==> src/shared/clk_lp_pkg.sv <==
package clk_lp_pkg;

  // register bus geometry
  localparam int unsigned ADR_W      = 12;      // byte address width
  localparam int unsigned DAT_W      = 32;      // bus data width
  localparam int unsigned SEL_W      = 4;       // byte lane selects
  localparam int unsigned REG_W      = 8;       // register width
  localparam int unsigned IDX_W      = 8;       // register index width
  localparam int unsigned IDX_LSB    = 2;       // index starts at byte address bit 2
  localparam int unsigned WAKE_W     = 5;       // stop release sources

  // register indices, byte address is four times the index
  localparam logic [IDX_W-1:0] IDX_SER1_MODE  = 8'hf5;  // clock source select
  localparam logic [IDX_W-1:0] IDX_SER2_MODE  = 8'hf6;  // main oscillator halt
  localparam logic [IDX_W-1:0] IDX_T3_PRE     = 8'hf8;  // timer 3 prescaler reload
  localparam logic [IDX_W-1:0] IDX_T3_CNT     = 8'hf9;  // timer 3 reload on write, live count on read
  localparam logic [IDX_W-1:0] IDX_TMR_CTRL   = 8'hfa;  // timer control
  localparam logic [IDX_W-1:0] IDX_STATUS     = 8'hfb;  // read-only status

  // field positions
  localparam int unsigned BIT_SRC_SEL   = 7;    // serial 1 mode: clock function source
  localparam int unsigned BIT_MAIN_HALT = 6;    // serial 2 mode: halt main oscillator
  localparam int unsigned BIT_T3_STOP   = 5;    // timer control: timer3_count_stop_bit

  // reset values
  localparam logic [REG_W-1:0] RST_SER1_MODE = 8'h00;
  localparam logic [REG_W-1:0] RST_SER2_MODE = 8'h00;
  localparam logic [REG_W-1:0] RST_T3_PRE    = 8'hff;
  localparam logic [REG_W-1:0] RST_T3_CNT    = 8'hff;
  localparam logic [REG_W-1:0] RST_TMR_CTRL  = 8'h20;  // timer 3 stopped

  // oscillator edge dividers
  localparam logic [3:0] MAIN_T3_LAST = 4'hf;   // main divided by 16
  localparam logic [2:0] CFO_T3_LAST  = 3'h7;   // clock function divided by 8

  // low power states
  typedef enum logic [1:0] {ST_RUN, ST_WAIT, ST_STOP, ST_STAB} lp_state_t;

  // one-cycle oscillator events
  typedef struct packed {
    logic main_phi;   // main edge that toggles phi (divide by 4)
    logic main_t3;    // main divided by 16
    logic cfo_phi;    // clock function edge (divide by 2)
    logic cfo_t3;     // clock function divided by 8
  } osc_tick_t;

  // wishbone request bundle
  typedef struct packed {
    logic             cyc;
    logic             stb;
    logic             we;
    logic [ADR_W-1:0] adr;
    logic [SEL_W-1:0] sel;
    logic [DAT_W-1:0] dat;
  } wb_req_t;

endpackage : clk_lp_pkg

==> src/hw/clk_lp_ctrl.sv <==
`timescale 1ns/1ps
module clk_lp_ctrl
  import clk_lp_pkg::*;
#(
  parameter logic CLK_OPTION = 1'b0  // 0: main oscillator, 1: clock function oscillator
)(
  input  wire logic              CLK_IN,
  input  wire logic              SYS_RST_IN,
  input  wire logic              MAIN_OSC_IN,                 // main oscillator level
  input  wire logic              CLOCK_FUNCTION_OSC_INPUT_IN, // clock function oscillator level
  input  wire logic              WAIT_INSTRUCTION_IN,         // pulse from core
  input  wire logic              STOP_INSTRUCTION_IN,         // pulse from core
  input  wire logic              WAKE_IRQ_IN,                 // any enabled interrupt
  input  wire logic [WAKE_W-1:0] STOP_WAKE_IN,                // ext 1..4, serial 1
  input  wire logic              WB_CYC_IN,
  input  wire logic              WB_STB_IN,
  input  wire logic              WB_WE_IN,
  input  wire logic [ADR_W-1:0]  WB_ADR_IN,
  input  wire logic [SEL_W-1:0]  WB_SEL_IN,
  input  wire logic [DAT_W-1:0]  WB_DAT_IN,
  output logic      [DAT_W-1:0]  WB_DAT_OUT,
  output logic                   WB_ACK_OUT,
  output logic                   PHI_OUT,          // internal system clock level
  output logic                   PHI_RISE_OUT,     // one-cycle pulse at each divider-driven phi rise
  output logic                   MAIN_OSC_EN_OUT,  // main oscillator runs
  output logic                   CFO_EN_OUT,       // clock function oscillator runs
  output logic                   T3_OVF_OUT        // stabilisation overflow pulse
);

  wb_req_t          req;            // bundled bus request
  lp_state_t        state_r;        // low power state
  lp_state_t        state_nxt;      // next low power state
  osc_tick_t        tick;           // oscillator events
  logic [REG_W-1:0] ser1_mode_r;    // source select register
  logic [REG_W-1:0] ser2_mode_r;    // halt register
  logic [REG_W-1:0] t3_pre_rld_r;   // prescaler reload n
  logic [REG_W-1:0] t3_cnt_rld_r;   // timer 3 reload n
  logic [REG_W-1:0] tmr_ctrl_r;     // timer control
  logic [REG_W-1:0] t3_pre_r;       // prescaler down counter
  logic [REG_W-1:0] t3_cnt_r;       // timer 3 down counter
  logic [REG_W-1:0] rd_val;         // selected read value
  logic [REG_W-1:0] status_val;     // live state view
  logic [IDX_W-1:0] idx;            // register index
  logic             adr_ok;         // upper address bits clear
  logic             main_prev_r;    // main level one cycle ago
  logic             cfo_prev_r;     // clock function level one cycle ago
  logic [3:0]       main_div_r;     // main edge counter
  logic [2:0]       cfo_div_r;      // clock function edge counter
  logic             main_edge;      // main rising edge
  logic             cfo_edge;       // clock function rising edge
  logic             src_cfo;        // phi from clock function oscillator
  logic             phi_r;          // phi level
  logic             phi_tick;       // event that toggles phi
  logic             t3_tick;        // prescaler input event
  logic             t3_ovf;         // timer 3 underflow
  logic             wr_en;          // write commits this edge

  assign req = '{cyc: WB_CYC_IN, stb: WB_STB_IN, we: WB_WE_IN,
                 adr: WB_ADR_IN, sel: WB_SEL_IN, dat: WB_DAT_IN};

  // register index decode
  assign idx    = req.adr[IDX_LSB +: IDX_W];
  assign adr_ok = (req.adr[ADR_W-1:IDX_LSB+IDX_W] == '0);
  // write commits at the edge where ack is high
  assign wr_en  = req.cyc && req.stb && req.we && WB_ACK_OUT && req.sel[0] && adr_ok;

  // source select from serial 1 mode register
  // bit 7 picks source
  assign src_cfo = ser1_mode_r[BIT_SRC_SEL];

  // oscillator enables
  always_comb
  begin
    MAIN_OSC_EN_OUT = !ser2_mode_r[BIT_MAIN_HALT];
    CFO_EN_OUT      = 1'b1;
    if (state_r == ST_STOP)
    begin
      MAIN_OSC_EN_OUT = 1'b0;
      CFO_EN_OUT      = 1'b0;
    end
  end

  // edges count only while the oscillator is enabled
  assign main_edge = MAIN_OSC_IN && !main_prev_r && MAIN_OSC_EN_OUT;
  assign cfo_edge  = CLOCK_FUNCTION_OSC_INPUT_IN && !cfo_prev_r && CFO_EN_OUT;

  // previous oscillator levels
  always_ff @(posedge CLK_IN or posedge SYS_RST_IN)
  begin
    if (SYS_RST_IN)
    begin
      main_prev_r <= 1'b0;
      cfo_prev_r  <= 1'b0;
    end
    else
    begin
      main_prev_r <= MAIN_OSC_IN;
      cfo_prev_r  <= CLOCK_FUNCTION_OSC_INPUT_IN;
    end
  end

  // oscillator edge counters
  always_ff @(posedge CLK_IN or posedge SYS_RST_IN)
  begin
    if (SYS_RST_IN)
    begin
      main_div_r <= '0;
      cfo_div_r  <= '0;
    end
    else
    begin
      if (main_edge)
        main_div_r <= main_div_r + 4'h1;
      if (cfo_edge)
        cfo_div_r <= cfo_div_r + 3'h1;
    end
  end

  // per-source events
  assign tick.main_phi = main_edge && main_div_r[0];
  assign tick.main_t3  = main_edge && (main_div_r == MAIN_T3_LAST);
  assign tick.cfo_phi  = cfo_edge;
  assign tick.cfo_t3   = cfo_edge && (cfo_div_r == CFO_T3_LAST);

  // phi toggles every 2 main or 1 cfo edge
  assign phi_tick = src_cfo ? tick.cfo_phi : tick.main_phi;
  assign t3_tick  = src_cfo ? tick.cfo_t3 : tick.main_t3;

  // low power state decisions
  always_comb
  begin
    state_nxt = state_r;
    unique case (state_r)
      ST_RUN:
      begin
        if (STOP_INSTRUCTION_IN)
          state_nxt = ST_STOP;
        else if (WAIT_INSTRUCTION_IN)
          state_nxt = ST_WAIT;
      end
      ST_WAIT:
      begin
        if (WAKE_IRQ_IN)
          state_nxt = ST_RUN;
      end
      ST_STOP:
      begin
        if (|STOP_WAKE_IN)
          state_nxt = ST_STAB;
      end
      ST_STAB:
      begin
        // release only on timer 3 overflow
        if (t3_ovf)
          state_nxt = ST_RUN;
      end
    endcase
  end

  // state register
  always_ff @(posedge CLK_IN or posedge SYS_RST_IN)
  begin
    // reset leaves any low power mode
    if (SYS_RST_IN)
      state_r <= ST_RUN;
    else
      state_r <= state_nxt;
  end

  // phi generation
  always_ff @(posedge CLK_IN or posedge SYS_RST_IN)
  begin
    if (SYS_RST_IN)
      phi_r <= 1'b1;
    else if (state_nxt != ST_RUN)
      phi_r <= 1'b1;
    else if (phi_tick)
      phi_r <= !phi_r;
  end

  assign PHI_OUT      = phi_r;
  assign PHI_RISE_OUT = (state_r == ST_RUN) && (state_nxt == ST_RUN) && phi_tick && !phi_r;

  // timer 3 stabilisation counter
  assign t3_ovf = (state_r == ST_STAB) && t3_tick && !tmr_ctrl_r[BIT_T3_STOP]
                  && (t3_pre_r == '0) && (t3_cnt_r == '0);
  assign T3_OVF_OUT = t3_ovf;

  always_ff @(posedge CLK_IN or posedge SYS_RST_IN)
  begin
    if (SYS_RST_IN)
    begin
      t3_pre_r <= RST_T3_PRE;
      t3_cnt_r <= RST_T3_CNT;
    end
    // reload every cycle outside stabilisation
    else if (state_r != ST_STAB)
    begin
      t3_pre_r <= t3_pre_rld_r;
      t3_cnt_r <= t3_cnt_rld_r;
    end
    else if (t3_tick && !tmr_ctrl_r[BIT_T3_STOP])
    begin
      if (t3_pre_r == '0)
      begin
        t3_pre_r <= t3_pre_rld_r;
        if (t3_cnt_r != '0)
          t3_cnt_r <= t3_cnt_r - 8'h01;
      end
      else
        t3_pre_r <= t3_pre_r - 8'h01;
    end
  end

  // software registers, contents kept through stop
  always_ff @(posedge CLK_IN or posedge SYS_RST_IN)
  begin
    // factory option sets source at reset
    if (SYS_RST_IN)
    begin
      ser1_mode_r  <= RST_SER1_MODE | ({{(REG_W-1){1'b0}}, CLK_OPTION} << BIT_SRC_SEL);
      ser2_mode_r  <= RST_SER2_MODE;
      t3_pre_rld_r <= RST_T3_PRE;
      t3_cnt_rld_r <= RST_T3_CNT;
      tmr_ctrl_r   <= RST_TMR_CTRL;
    end
    else if (wr_en)
    begin
      unique case (idx)
        IDX_SER1_MODE: ser1_mode_r  <= req.dat[REG_W-1:0];
        IDX_SER2_MODE: ser2_mode_r  <= req.dat[REG_W-1:0];
        IDX_T3_PRE:    t3_pre_rld_r <= req.dat[REG_W-1:0];
        IDX_T3_CNT:    t3_cnt_rld_r <= req.dat[REG_W-1:0];
        IDX_TMR_CTRL:  tmr_ctrl_r   <= req.dat[REG_W-1:0];
        default:       ;  // status and unmapped ignore writes
      endcase
    end
  end

  // status view: state, oscillator enables, phi
  assign status_val = {3'h0, phi_r, CFO_EN_OUT, MAIN_OSC_EN_OUT, state_r};

  // read mux
  always_comb
  begin
    rd_val = '0;
    if (adr_ok)
    begin
      unique case (idx)
        IDX_SER1_MODE: rd_val = ser1_mode_r;
        IDX_SER2_MODE: rd_val = ser2_mode_r;
        IDX_T3_PRE:    rd_val = t3_pre_rld_r;
        IDX_T3_CNT:    rd_val = t3_cnt_r;
        IDX_TMR_CTRL:  rd_val = tmr_ctrl_r;
        IDX_STATUS:    rd_val = status_val;
        default:       rd_val = '0;  // unmapped reads zero
      endcase
    end
  end

  // wishbone ack and read data, one wait state
  always_ff @(posedge CLK_IN or posedge SYS_RST_IN)
  begin
    if (SYS_RST_IN)
    begin
      WB_ACK_OUT <= 1'b0;
      WB_DAT_OUT <= '0;
    end
    else
    begin
      WB_ACK_OUT <= req.cyc && req.stb && !WB_ACK_OUT;
      if (req.cyc && req.stb && !WB_ACK_OUT)
        WB_DAT_OUT <= {{(DAT_W-REG_W){1'b0}}, rd_val};
    end
  end

  // checks

  a_wait_phi_high: assert property (
    @(posedge CLK_IN) disable iff (SYS_RST_IN)
    (state_r == ST_WAIT) |-> (PHI_OUT && !PHI_RISE_OUT
                              && MAIN_OSC_EN_OUT == !ser2_mode_r[BIT_MAIN_HALT]))
    else $error("phi not held high in wait");

  a_wait_fast_exit: assert property (
    @(posedge CLK_IN) disable iff (SYS_RST_IN)
    (state_r == ST_WAIT && WAKE_IRQ_IN) |=> (state_r == ST_RUN))
    else $error("wait exit not immediate");

  a_wait_entry: assert property (
    @(posedge CLK_IN) disable iff (SYS_RST_IN)
    (state_r == ST_RUN && WAIT_INSTRUCTION_IN && !STOP_INSTRUCTION_IN)
    |=> (state_r == ST_WAIT && PHI_OUT && !PHI_RISE_OUT))
    else $error("wait instruction not honoured");

  a_stop_osc_off: assert property (
    @(posedge CLK_IN) disable iff (SYS_RST_IN)
    (state_r == ST_RUN && STOP_INSTRUCTION_IN) |=> (!MAIN_OSC_EN_OUT && !CFO_EN_OUT && PHI_OUT))
    else $error("oscillators still running in stop");

  a_stop_wake: assert property (
    @(posedge CLK_IN) disable iff (SYS_RST_IN)
    (state_r == ST_STOP && |STOP_WAKE_IN) |=> (state_r == ST_STAB && CFO_EN_OUT))
    else $error("stop not released by wake source");

  a_stab_phi_held: assert property (
    @(posedge CLK_IN) disable iff (SYS_RST_IN)
    (state_r == ST_STAB && !t3_ovf) |=> (state_r == ST_STAB && PHI_OUT && !PHI_RISE_OUT))
    else $error("phi released before overflow");

  a_t3_source: assert property (
    @(posedge CLK_IN) disable iff (SYS_RST_IN)
    t3_tick |-> (src_cfo ? (cfo_edge && cfo_div_r == CFO_T3_LAST)
                         : (main_edge && main_div_r == MAIN_T3_LAST)))
    else $error("wrong stabilisation input");

  a_t3_ovf_zero: assert property (
    @(posedge CLK_IN) disable iff (SYS_RST_IN)
    T3_OVF_OUT |-> ($past(state_r) == ST_STAB || state_r == ST_STAB) && t3_cnt_r == 8'h00
                   && t3_pre_r == 8'h00 ##1 (state_r == ST_RUN))
    else $error("overflow before count expired");

  a_phi_divider: assert property (
    @(posedge CLK_IN) disable iff (SYS_RST_IN)
    (state_r == ST_RUN && state_nxt == ST_RUN && phi_r != $past(phi_r, 1) && $past(state_r) == ST_RUN)
    |-> $past(src_cfo ? cfo_edge : (main_edge && main_div_r[0])))
    else $error("phi toggled without source edge");

  a_main_halt: assert property (
    @(posedge CLK_IN) disable iff (SYS_RST_IN)
    ser2_mode_r[BIT_MAIN_HALT] |-> !MAIN_OSC_EN_OUT && !main_edge)
    else $error("main oscillator runs while halted");

endmodule : clk_lp_ctrl

==> config.mk <==
export PLATFORM = sky130hd
export DESIGN_NAME = clk_lp_ctrl
export DESIGN_NICKNAME = d
export VERILOG_FILES = /design/src/shared/clk_lp_pkg.sv /design/src/hw/clk_lp_ctrl.sv
export SDC_FILE = /design/constraint.sdc
export NUM_CORES = 1
export LEC_CHECK = 0
export ABC_AREA = 1
export BUFFER_PORTS_ARGS = -buffer_cell sky130_fd_sc_hd__buf_2
export CORE_ASPECT_RATIO = 2
export CORE_UTILIZATION = 45
export CTS_CLUSTER_DIAMETER = 50
export DETAILED_ROUTE_END_ITERATION = 10
export PLACE_DENSITY = 0.8
export REMOVE_ABC_BUFFERS = 1
export SETUP_SLACK_MARGIN = 0.4
export SLEW_MARGIN = 25
export SYNTH_ARGS = -nofsm -noshare
export SYNTH_HDL_FRONTEND = slang
export SYNTH_SLANG_ARGS = --single-unit
==> constraint.sdc <==
create_clock -name CLK_IN -period 2.67 [get_ports CLK_IN]
set_clock_uncertainty 0.2 [all_clocks]
set_input_delay 0.1335 -clock CLK_IN [delete_from_list [all_inputs] [get_ports CLK_IN]]
set_output_delay 0.1335 -clock CLK_IN [all_outputs]
set_load 0.01 [all_outputs]
==> results of run 1 <==
flip-flops by register name, indices dropped and copies added (netlist names), 2 cells and up:
| signal | flops |
|---|---|
| WB_DAT_OUT | 8 |
| ser1_mode_r | 8 |
| ser2_mode_r | 8 |
| t3_cnt_r | 8 |
| t3_cnt_rld_r | 8 |
| t3_pre_r | 8 |
| t3_pre_rld_r | 8 |
| tmr_ctrl_r | 8 |
| main_div_r | 4 |
| cfo_div_r | 3 |
| state_r | 2 |
metrics by stage:
step                utilization (%)  area [um2]  hold slack (ns)  power [W]
global route                   56.1        5020           0.0332    0.00408
finish                         56.1        5020          0.00248    0.00387
detailed placement             49.1        4390           0.0579    0.00243
floorplan                         -        4000          -0.0351    0.00219
global placement               49.1        4390           0.0564    0.00238
CTS                            55.7        4990          0.00587    0.00386
metal layers:
metal / share of wire (%) / track usage (%)
met1: 35 / 21.4
met2: 55 / 42.7
met3: 3.6 / 4.17
met4: 6.9 / 17.7
met5: 0 / 0
worst paths after layout:
check | to | slack (ns) | cells after the start
worst max-delay path | PHI_RISE_OUT | 0.40 | 10
min in group asynchronous | ser2_mode_r[7] | 0.28 | 3
max in group asynchronous | t3_cnt_rld_r[2] | 1.16 | 4
worst min-delay path | t3_pre_rld_r[0] | 0.002 | 3
worst max register to register | state_r[0] | 0.51 | 9
worst min register to register | WB_DAT_OUT[1] | 0.28 | 2
power by group through the flow:
stage / Clock (W) / Sequential [W] / Combinational (W)
after CTS: 0.00126 / 0.00155 / 0.00105
after detailed placement: 0 / 0.00156 / 0.000871
after global placement: 0 / 0.00155 / 0.000831
after global routing: 0.00131 / 0.00158 / 0.00120
final: 0.00125 / 0.00155 / 0.00107
after floorplan: 0 / 0.00152 / 0.000669
timing repair:
item / 4_1_cts / 5_1_grt
hold endpoints to repair: 68 / 0
resized for setup: 25 / 6
buffers inserted: 7 / 2
hold buffers: 15 / 0
pin swaps: 6 / 7
cloned: 0 / 0
setup endpoints to repair: 2 / 8
cells by family (layout without fill, tap and decap cells):
family,after synthesis,after routing,share of synthesized area [%]
AND/OR/NAND/NOR,234,234,24.6
AO/OA/AOI/OAI,94,94,12.8
buffers and inverters,94,152,11.2
flip-flops,77,77,47.5
XOR/XNOR,7,7,1.48
adder cells (fa/ha/maj),5,5,1.51
multiplexers,3,3,0.784
other,1,24,0.0904
layout make-up:
| type | instances | share of cell area (%) |
|---|---|---|
| Clock buffer | 11 | 5.03 |
| Clock inverter | 5 | 1.17 |
| Inverter | 61 | 4.66 |
| Multi-Input combinational cell | 367 | 37.7 |
| Sequential cell | 77 | 39.3 |
| Tap cell | 102 | 2.54 |
| Timing Repair Buffer | 75 | 9.62 |
cell usage after synthesis (2+ instances only):
cell type,instances
nor3_1,4
o21ai_2,7
dfrtp_1,43
nand4_1,5
o21ai_0,69
clkbuf_1,3
buf_6,2
xor2_1,3
inv_1,57
nor2_2,2
nand2_2,2
buf_2,3
nand3_1,19
ha_1,5
mux2_2,2
nand3_4,2
o211ai_1,4
dfstp_2,34
nor2_1,32
nand2_4,2
buf_4,25
xnor2_1,4
a21oi_2,2
inv_2,2
nand2_1,158
o22ai_1,10
worst min-delay path, stage by stage:
cell and delay, ns:
buf_2 0.10, inv_1 0.18, o21ai_0 0.13
==> metrics, run 1 <==
status finished, final reports clean; setup TNS 0 ns; total number of vias 3619; Syn Std Cell Area approximately 0.0041 mm2; Hold WC Path Type in -> reg; CTS clk-pin slew, worst paths around 0.060 ns; worst r2r src state_r[1]; Clock power frac about a third; placer's final routability congestion estimate about 0.99; Post-synth ARST share 100%; Setup CP Type reg -> out; H-tree Lvls 3; Core Area a little under 0.009 mm2; crit start category flip-flop; final worst setup slack between 0.4 and 0.5 ns; DRT Wirelength ~10000 um; area delta synth->final 21.0%; share of power burned in registers approximately 40%; Yosys top cell by area dfrtp_1; final hold viol count 0; max_cap viols 0; switching power total around 0.0013 W; Yosys warnings 0; commonest cells after routing, fill and taps aside nand2_1, o21ai_0, inv_1; DP Worst Slack ~0.46 ns; non-filler cells, final 698; unrepaired setup endpoints after global routing true; DIE WIDTH around 70 um; Worst EP arrival a little under 2 ns; CTS tree built; leading post-synthesis cells by cell area dfrtp_1, dfstp_2, nand2_1; Synth top area share 25.9%; Power Internal between 0.002 and 0.003 W; number of global-route vias before repair between 3k and 4k; placed cells about 660; initial antenna violation count 0; critical path cell sequence inv_2, nor2_2, nor2_4, nand2_1, inv_2, nand3_1, o21ai_2, nand3_1, nor3_2, buf_2; required time worst endpoint between 2 and 2.5 ns; n_diodes 0; die footprint 0.00963 mm2; I/O Pins 101; ys flop type dfrtp_1; Multi-input gate area between 0.0015 and 0.002 mm2; initial cell density of the core approximately 46%; final setup violating endpoints 0; commonest non-fill, non-tap cell in the layout nand2_1; drt first pass iters 5; Synth cell types 40; Max Slew Vio Count 0; CP endpoint kind output pin; I/O Buffers between 40 and 50; cell with the largest stage delay on the worst path dfrtp_2; clk sinks between 70 and 80; Post-synth EDFFs 0; Worst Max-Slew Pin Slew 0.754 ns; fill count between 700 and 800; Total GRT Usage between 20% and 30%; Vert. Die Dim about 140 um; largest net degree at the start of global routing 38; WP buf/inv 3; CTS buffer count 9; Yosys reg bits 77; post-synthesis cell count roughly 520; DR iter-0 viols between 100 and 150; clk root buf clkbuf_16; Slew headroom roughly 50%; switching portion of total power 32.4%; share of post-route cells with drive strength above 1 around a quarter; minimum clock period after layout between 2 and 2.5 ns; Critical path origin state_r[1]; slowest stage delay, CP between 0.4 and 0.5 ns; upper clock frequency limit approximately 440 MHz; Logic pwr share 27.5%; ANT nets after route 0; min-delay src WB_DAT_IN[0]; Reg area 0.00197 mm2; Vias/cell 5.18; syn avg cell area slightly above 8 um2; later-pin clock latency in the skew report around 0.34 ns; Worst IR Drop VDD between 400 and 500 uV; DP Wirelength slightly below 8000 um; crit share post-route between 80% and 90%; Power Density ~770 mW/mm2; clk buf depth 2; CP delay by family, top simple AND/OR/NAND/NOR gates; GRT overflow 0; static leakage roughly 2.4 nW; WL per Instance 14.9 um; first-pass GRT wire length between 15000 and 20000 um; nets@finish 659; site row count 49; Crit Path Max Fanout 4; sequential fraction of the synthesis area between 40 and 50%; residual DRC count 0
(Power assumes the default switching activity.)
==> inputs of run 2 (changes only) <==
==> constraint.sdc (replaced) <==
create_clock -name CLK_IN -period 2.2 [get_ports CLK_IN]
set_clock_uncertainty 0.2 [all_clocks]
set_input_delay 0.11 -clock CLK_IN [delete_from_list [all_inputs] [get_ports CLK_IN]]
set_output_delay 0.11 -clock CLK_IN [all_outputs]
set_load 0.01 [all_outputs]
==> run 2 against run 1 <==
The flow now finishes with violations (negative hold slack, negative setup slack). Routed wire length grew 9.8%. Via count grew 4.3%. Worst hold slack lost 0.024 ns. Power grew 32%. Sequential power grew 23%. Flip-flop and latch count is the same. Critical path depth grew 1. Clock-buffer cell count shrank 1. Core utilization grew 3.5 points. Register-to-register slack lost 0.38 ns. Global-route usage grew 1.2 points. Clock power grew 17%. Critical path type unchanged. Critical endpoint unchanged. Largest power group unchanged.
==> metrics, run 2 (synthesis results as in run 1) <==
ANT nets after route 0 (unchanged); Multi-input gate area 0.00203 mm2 (was 0.00189 mm2); Total GRT Usage 24.0% (was 22.8%); DRT Wirelength 11400 um (was 10400 um); Setup CP Type reg -> out (unchanged); CTS buffer count 9 (unchanged); failing checks negative hold slack, negative setup slack; DIE WIDTH 69.9 um (unchanged); upper clock frequency limit 447 MHz; H-tree Lvls 3 (unchanged); DR iter-0 viols 237 (was 128); drt first pass iters 5 (unchanged); GRT overflow 0 (unchanged); final setup violating endpoints 1 (was 0); largest net degree at the start of global routing 78 (was 38); placed cells 665 (was 658); number of global-route vias before repair 3551 (was 3663); placer's final routability congestion estimate 0.987 (was 0.995); Core Area 0.00895 mm2 (unchanged); Hold WC Path Type in -> reg (unchanged); minimum clock period after layout around 2.2 ns; crit start category flip-flop (unchanged); area delta synth->final 28.6% (was 21.0%); commonest cells after routing, fill and taps aside nand2_1, o21ai_0, inv_1 (unchanged); first-pass GRT wire length 17300 um (was 16800 um); die footprint 0.00963 mm2 (unchanged); fill count 731 (was 785); initial cell density of the core 46.4% (unchanged); crit share post-route 102%; Power Density 956 mW/mm2 (was 771 mW/mm2); Power Total 0.00510 W (was 0.00387 W); clk sinks 77 (unchanged); final worst setup slack -0.0364 ns (was 0.403 ns); DP Worst Slack 0.143 ns (was 0.457 ns); I/O Pins 101 (unchanged); WL per Instance 15.8 um (was 14.9 um); Max Slew Vio Count 0 (unchanged); worst hold margin -0.0215 ns (was 0.00248 ns); CTS tree built (unchanged); non-filler cells, final 721 (was 698); later-pin clock latency in the skew report 0.35 ns (was 0.34 ns); Vert. Die Dim 138 um (unchanged); nets@finish 681 (was 659); final hold viol count 1 (was 0); Vias/cell 5.23 (was 5.18); DP Wirelength 7490 um (was 7810 um); Worst EP arrival 1.93 ns (about the same); clk buf depth 2 (unchanged); CTS clk-pin slew, worst paths 0.06 ns (about the same); initial antenna violation count 0 (unchanged); total number of vias 3773 (was 3619); Reg area 0.00197 mm2 (about the same); residual DRC count 0 (unchanged); status complete, but fails checks (was finished, final reports clean); setup TNS -0.0364 ns (was 0 ns); static leakage 2.51 nW (was 2.39 nW); I/O Buffers 47 (unchanged); CP endpoint kind output pin (unchanged); required time worst endpoint 1.89 ns (was 2.34 ns); area post-placement 0.00446 mm2 (was 0.00439 mm2); max_cap viols 0 (unchanged); commonest non-fill, non-tap cell in the layout nand2_1 (unchanged); clk root buf clkbuf_16 (unchanged); share of post-route cells with drive strength above 1 32.4% (was 26.7%); design area 0.00534 mm2 (was 0.00502 mm2); unrepaired setup endpoints after global routing true (unchanged); Worst IR Drop VDD 728 uV (was 469 uV); Crit Path Max Fanout 3 (was 4); site row count 49 (unchanged)
==> run 2: changes by cell type in the layout (fill, tap and decap cells not counted), sizes merged <==
cell / delta
buf: +21
clkbuf: -1
diode: +1
inv: +1
nand3: +1
==> run 2: cell type report <==
cell class                 instances  area share (%)
sequential                        77            36.9
antenna                            1          0.0469
tap                              102            2.39
inverter                          61            4.41
timing repair buffer              96            12.7
multi-input combinational        368            38.0
clock buffer                      10            4.29
clock inverter                     6            1.20
==> run 2: what timing repair did <==
| action | CTS | global route |
|---|---|---|
| cloned | 1 | 1 |
| setup endpoints to repair | 21 | 50 |
| endpoints found under the hold margin | 110 | 0 |
| setup buffers | 13 | 9 |
| gates resized for setup | 37 | 42 |
| pin swaps | 11 | 15 |
| hold buffers | 15 | 0 |
==> run 2: path summary, 6_finish.rpt <==
| kind | from | to | slack, ns | depth (start not counted) |
|---|---|---|---|---|
| max in group asynchronous | SYS_RST_IN | tmr_ctrl_r[5] | 1.25 | 4 |
| max | t3_cnt_r[1] | PHI_RISE_OUT | -0.04 | 11 |
| min in group asynchronous | SYS_RST_IN | state_r[1] | 0.20 | 4 |
| max reg2reg | t3_cnt_r[1] | t3_cnt_r[2] | 0.13 | 12 |
| min reg2reg | t3_pre_r[5] | t3_pre_r[5] | 0.27 | 2 |
| min | MAIN_OSC_IN | main_div_r[0] | -0.02 | 5 |
==> run 2: report_power, final <==
part	internal, W	switching [W]	total (W)
clock	0.000875	0.000586	0.00146
sequential	0.00172	0.000185	0.00190
combinational	0.000750	0.000984	0.00173
==> run 2: metal layers <==
layer	up-vias	GRT usage (%)	part of all wire (%)
met2	134	42.7	54
met4	0	20.6	7.1
li1	1812	-	-
met3	46	4.02	3.9
met5	-	0	0
met1	1781	23.9	35
==> run 2: metrics by stage <==
| step | util, % | hold WS (ns) |
|---|---|---|
| 3_3_place_gp | 49.8 | 0.0268 |
| 4_1_cts | 57.4 | 0.00737 |
| 2_1_floorplan | - | -0.0586 |
| 6_report | 59.6 | -0.0215 |
| 3_5_place_dp | 49.8 | 0.0334 |
| 5_1_grt | 59.6 | 0.0257 |
==> run 2: worst max-delay path: stages, from the launching register on <==
cell and delay [ns]:
dfstp_2 0.38, inv_2 0.08, ha_4 0.16, nand2_4 0.06, nor2_4 0.13, nand3_4 0.10, nor2_4 0.12, nand3_4 0.09
nand3_2 0.08, nand3_2 0.08, nor3_2 0.14, buf_2 0.14
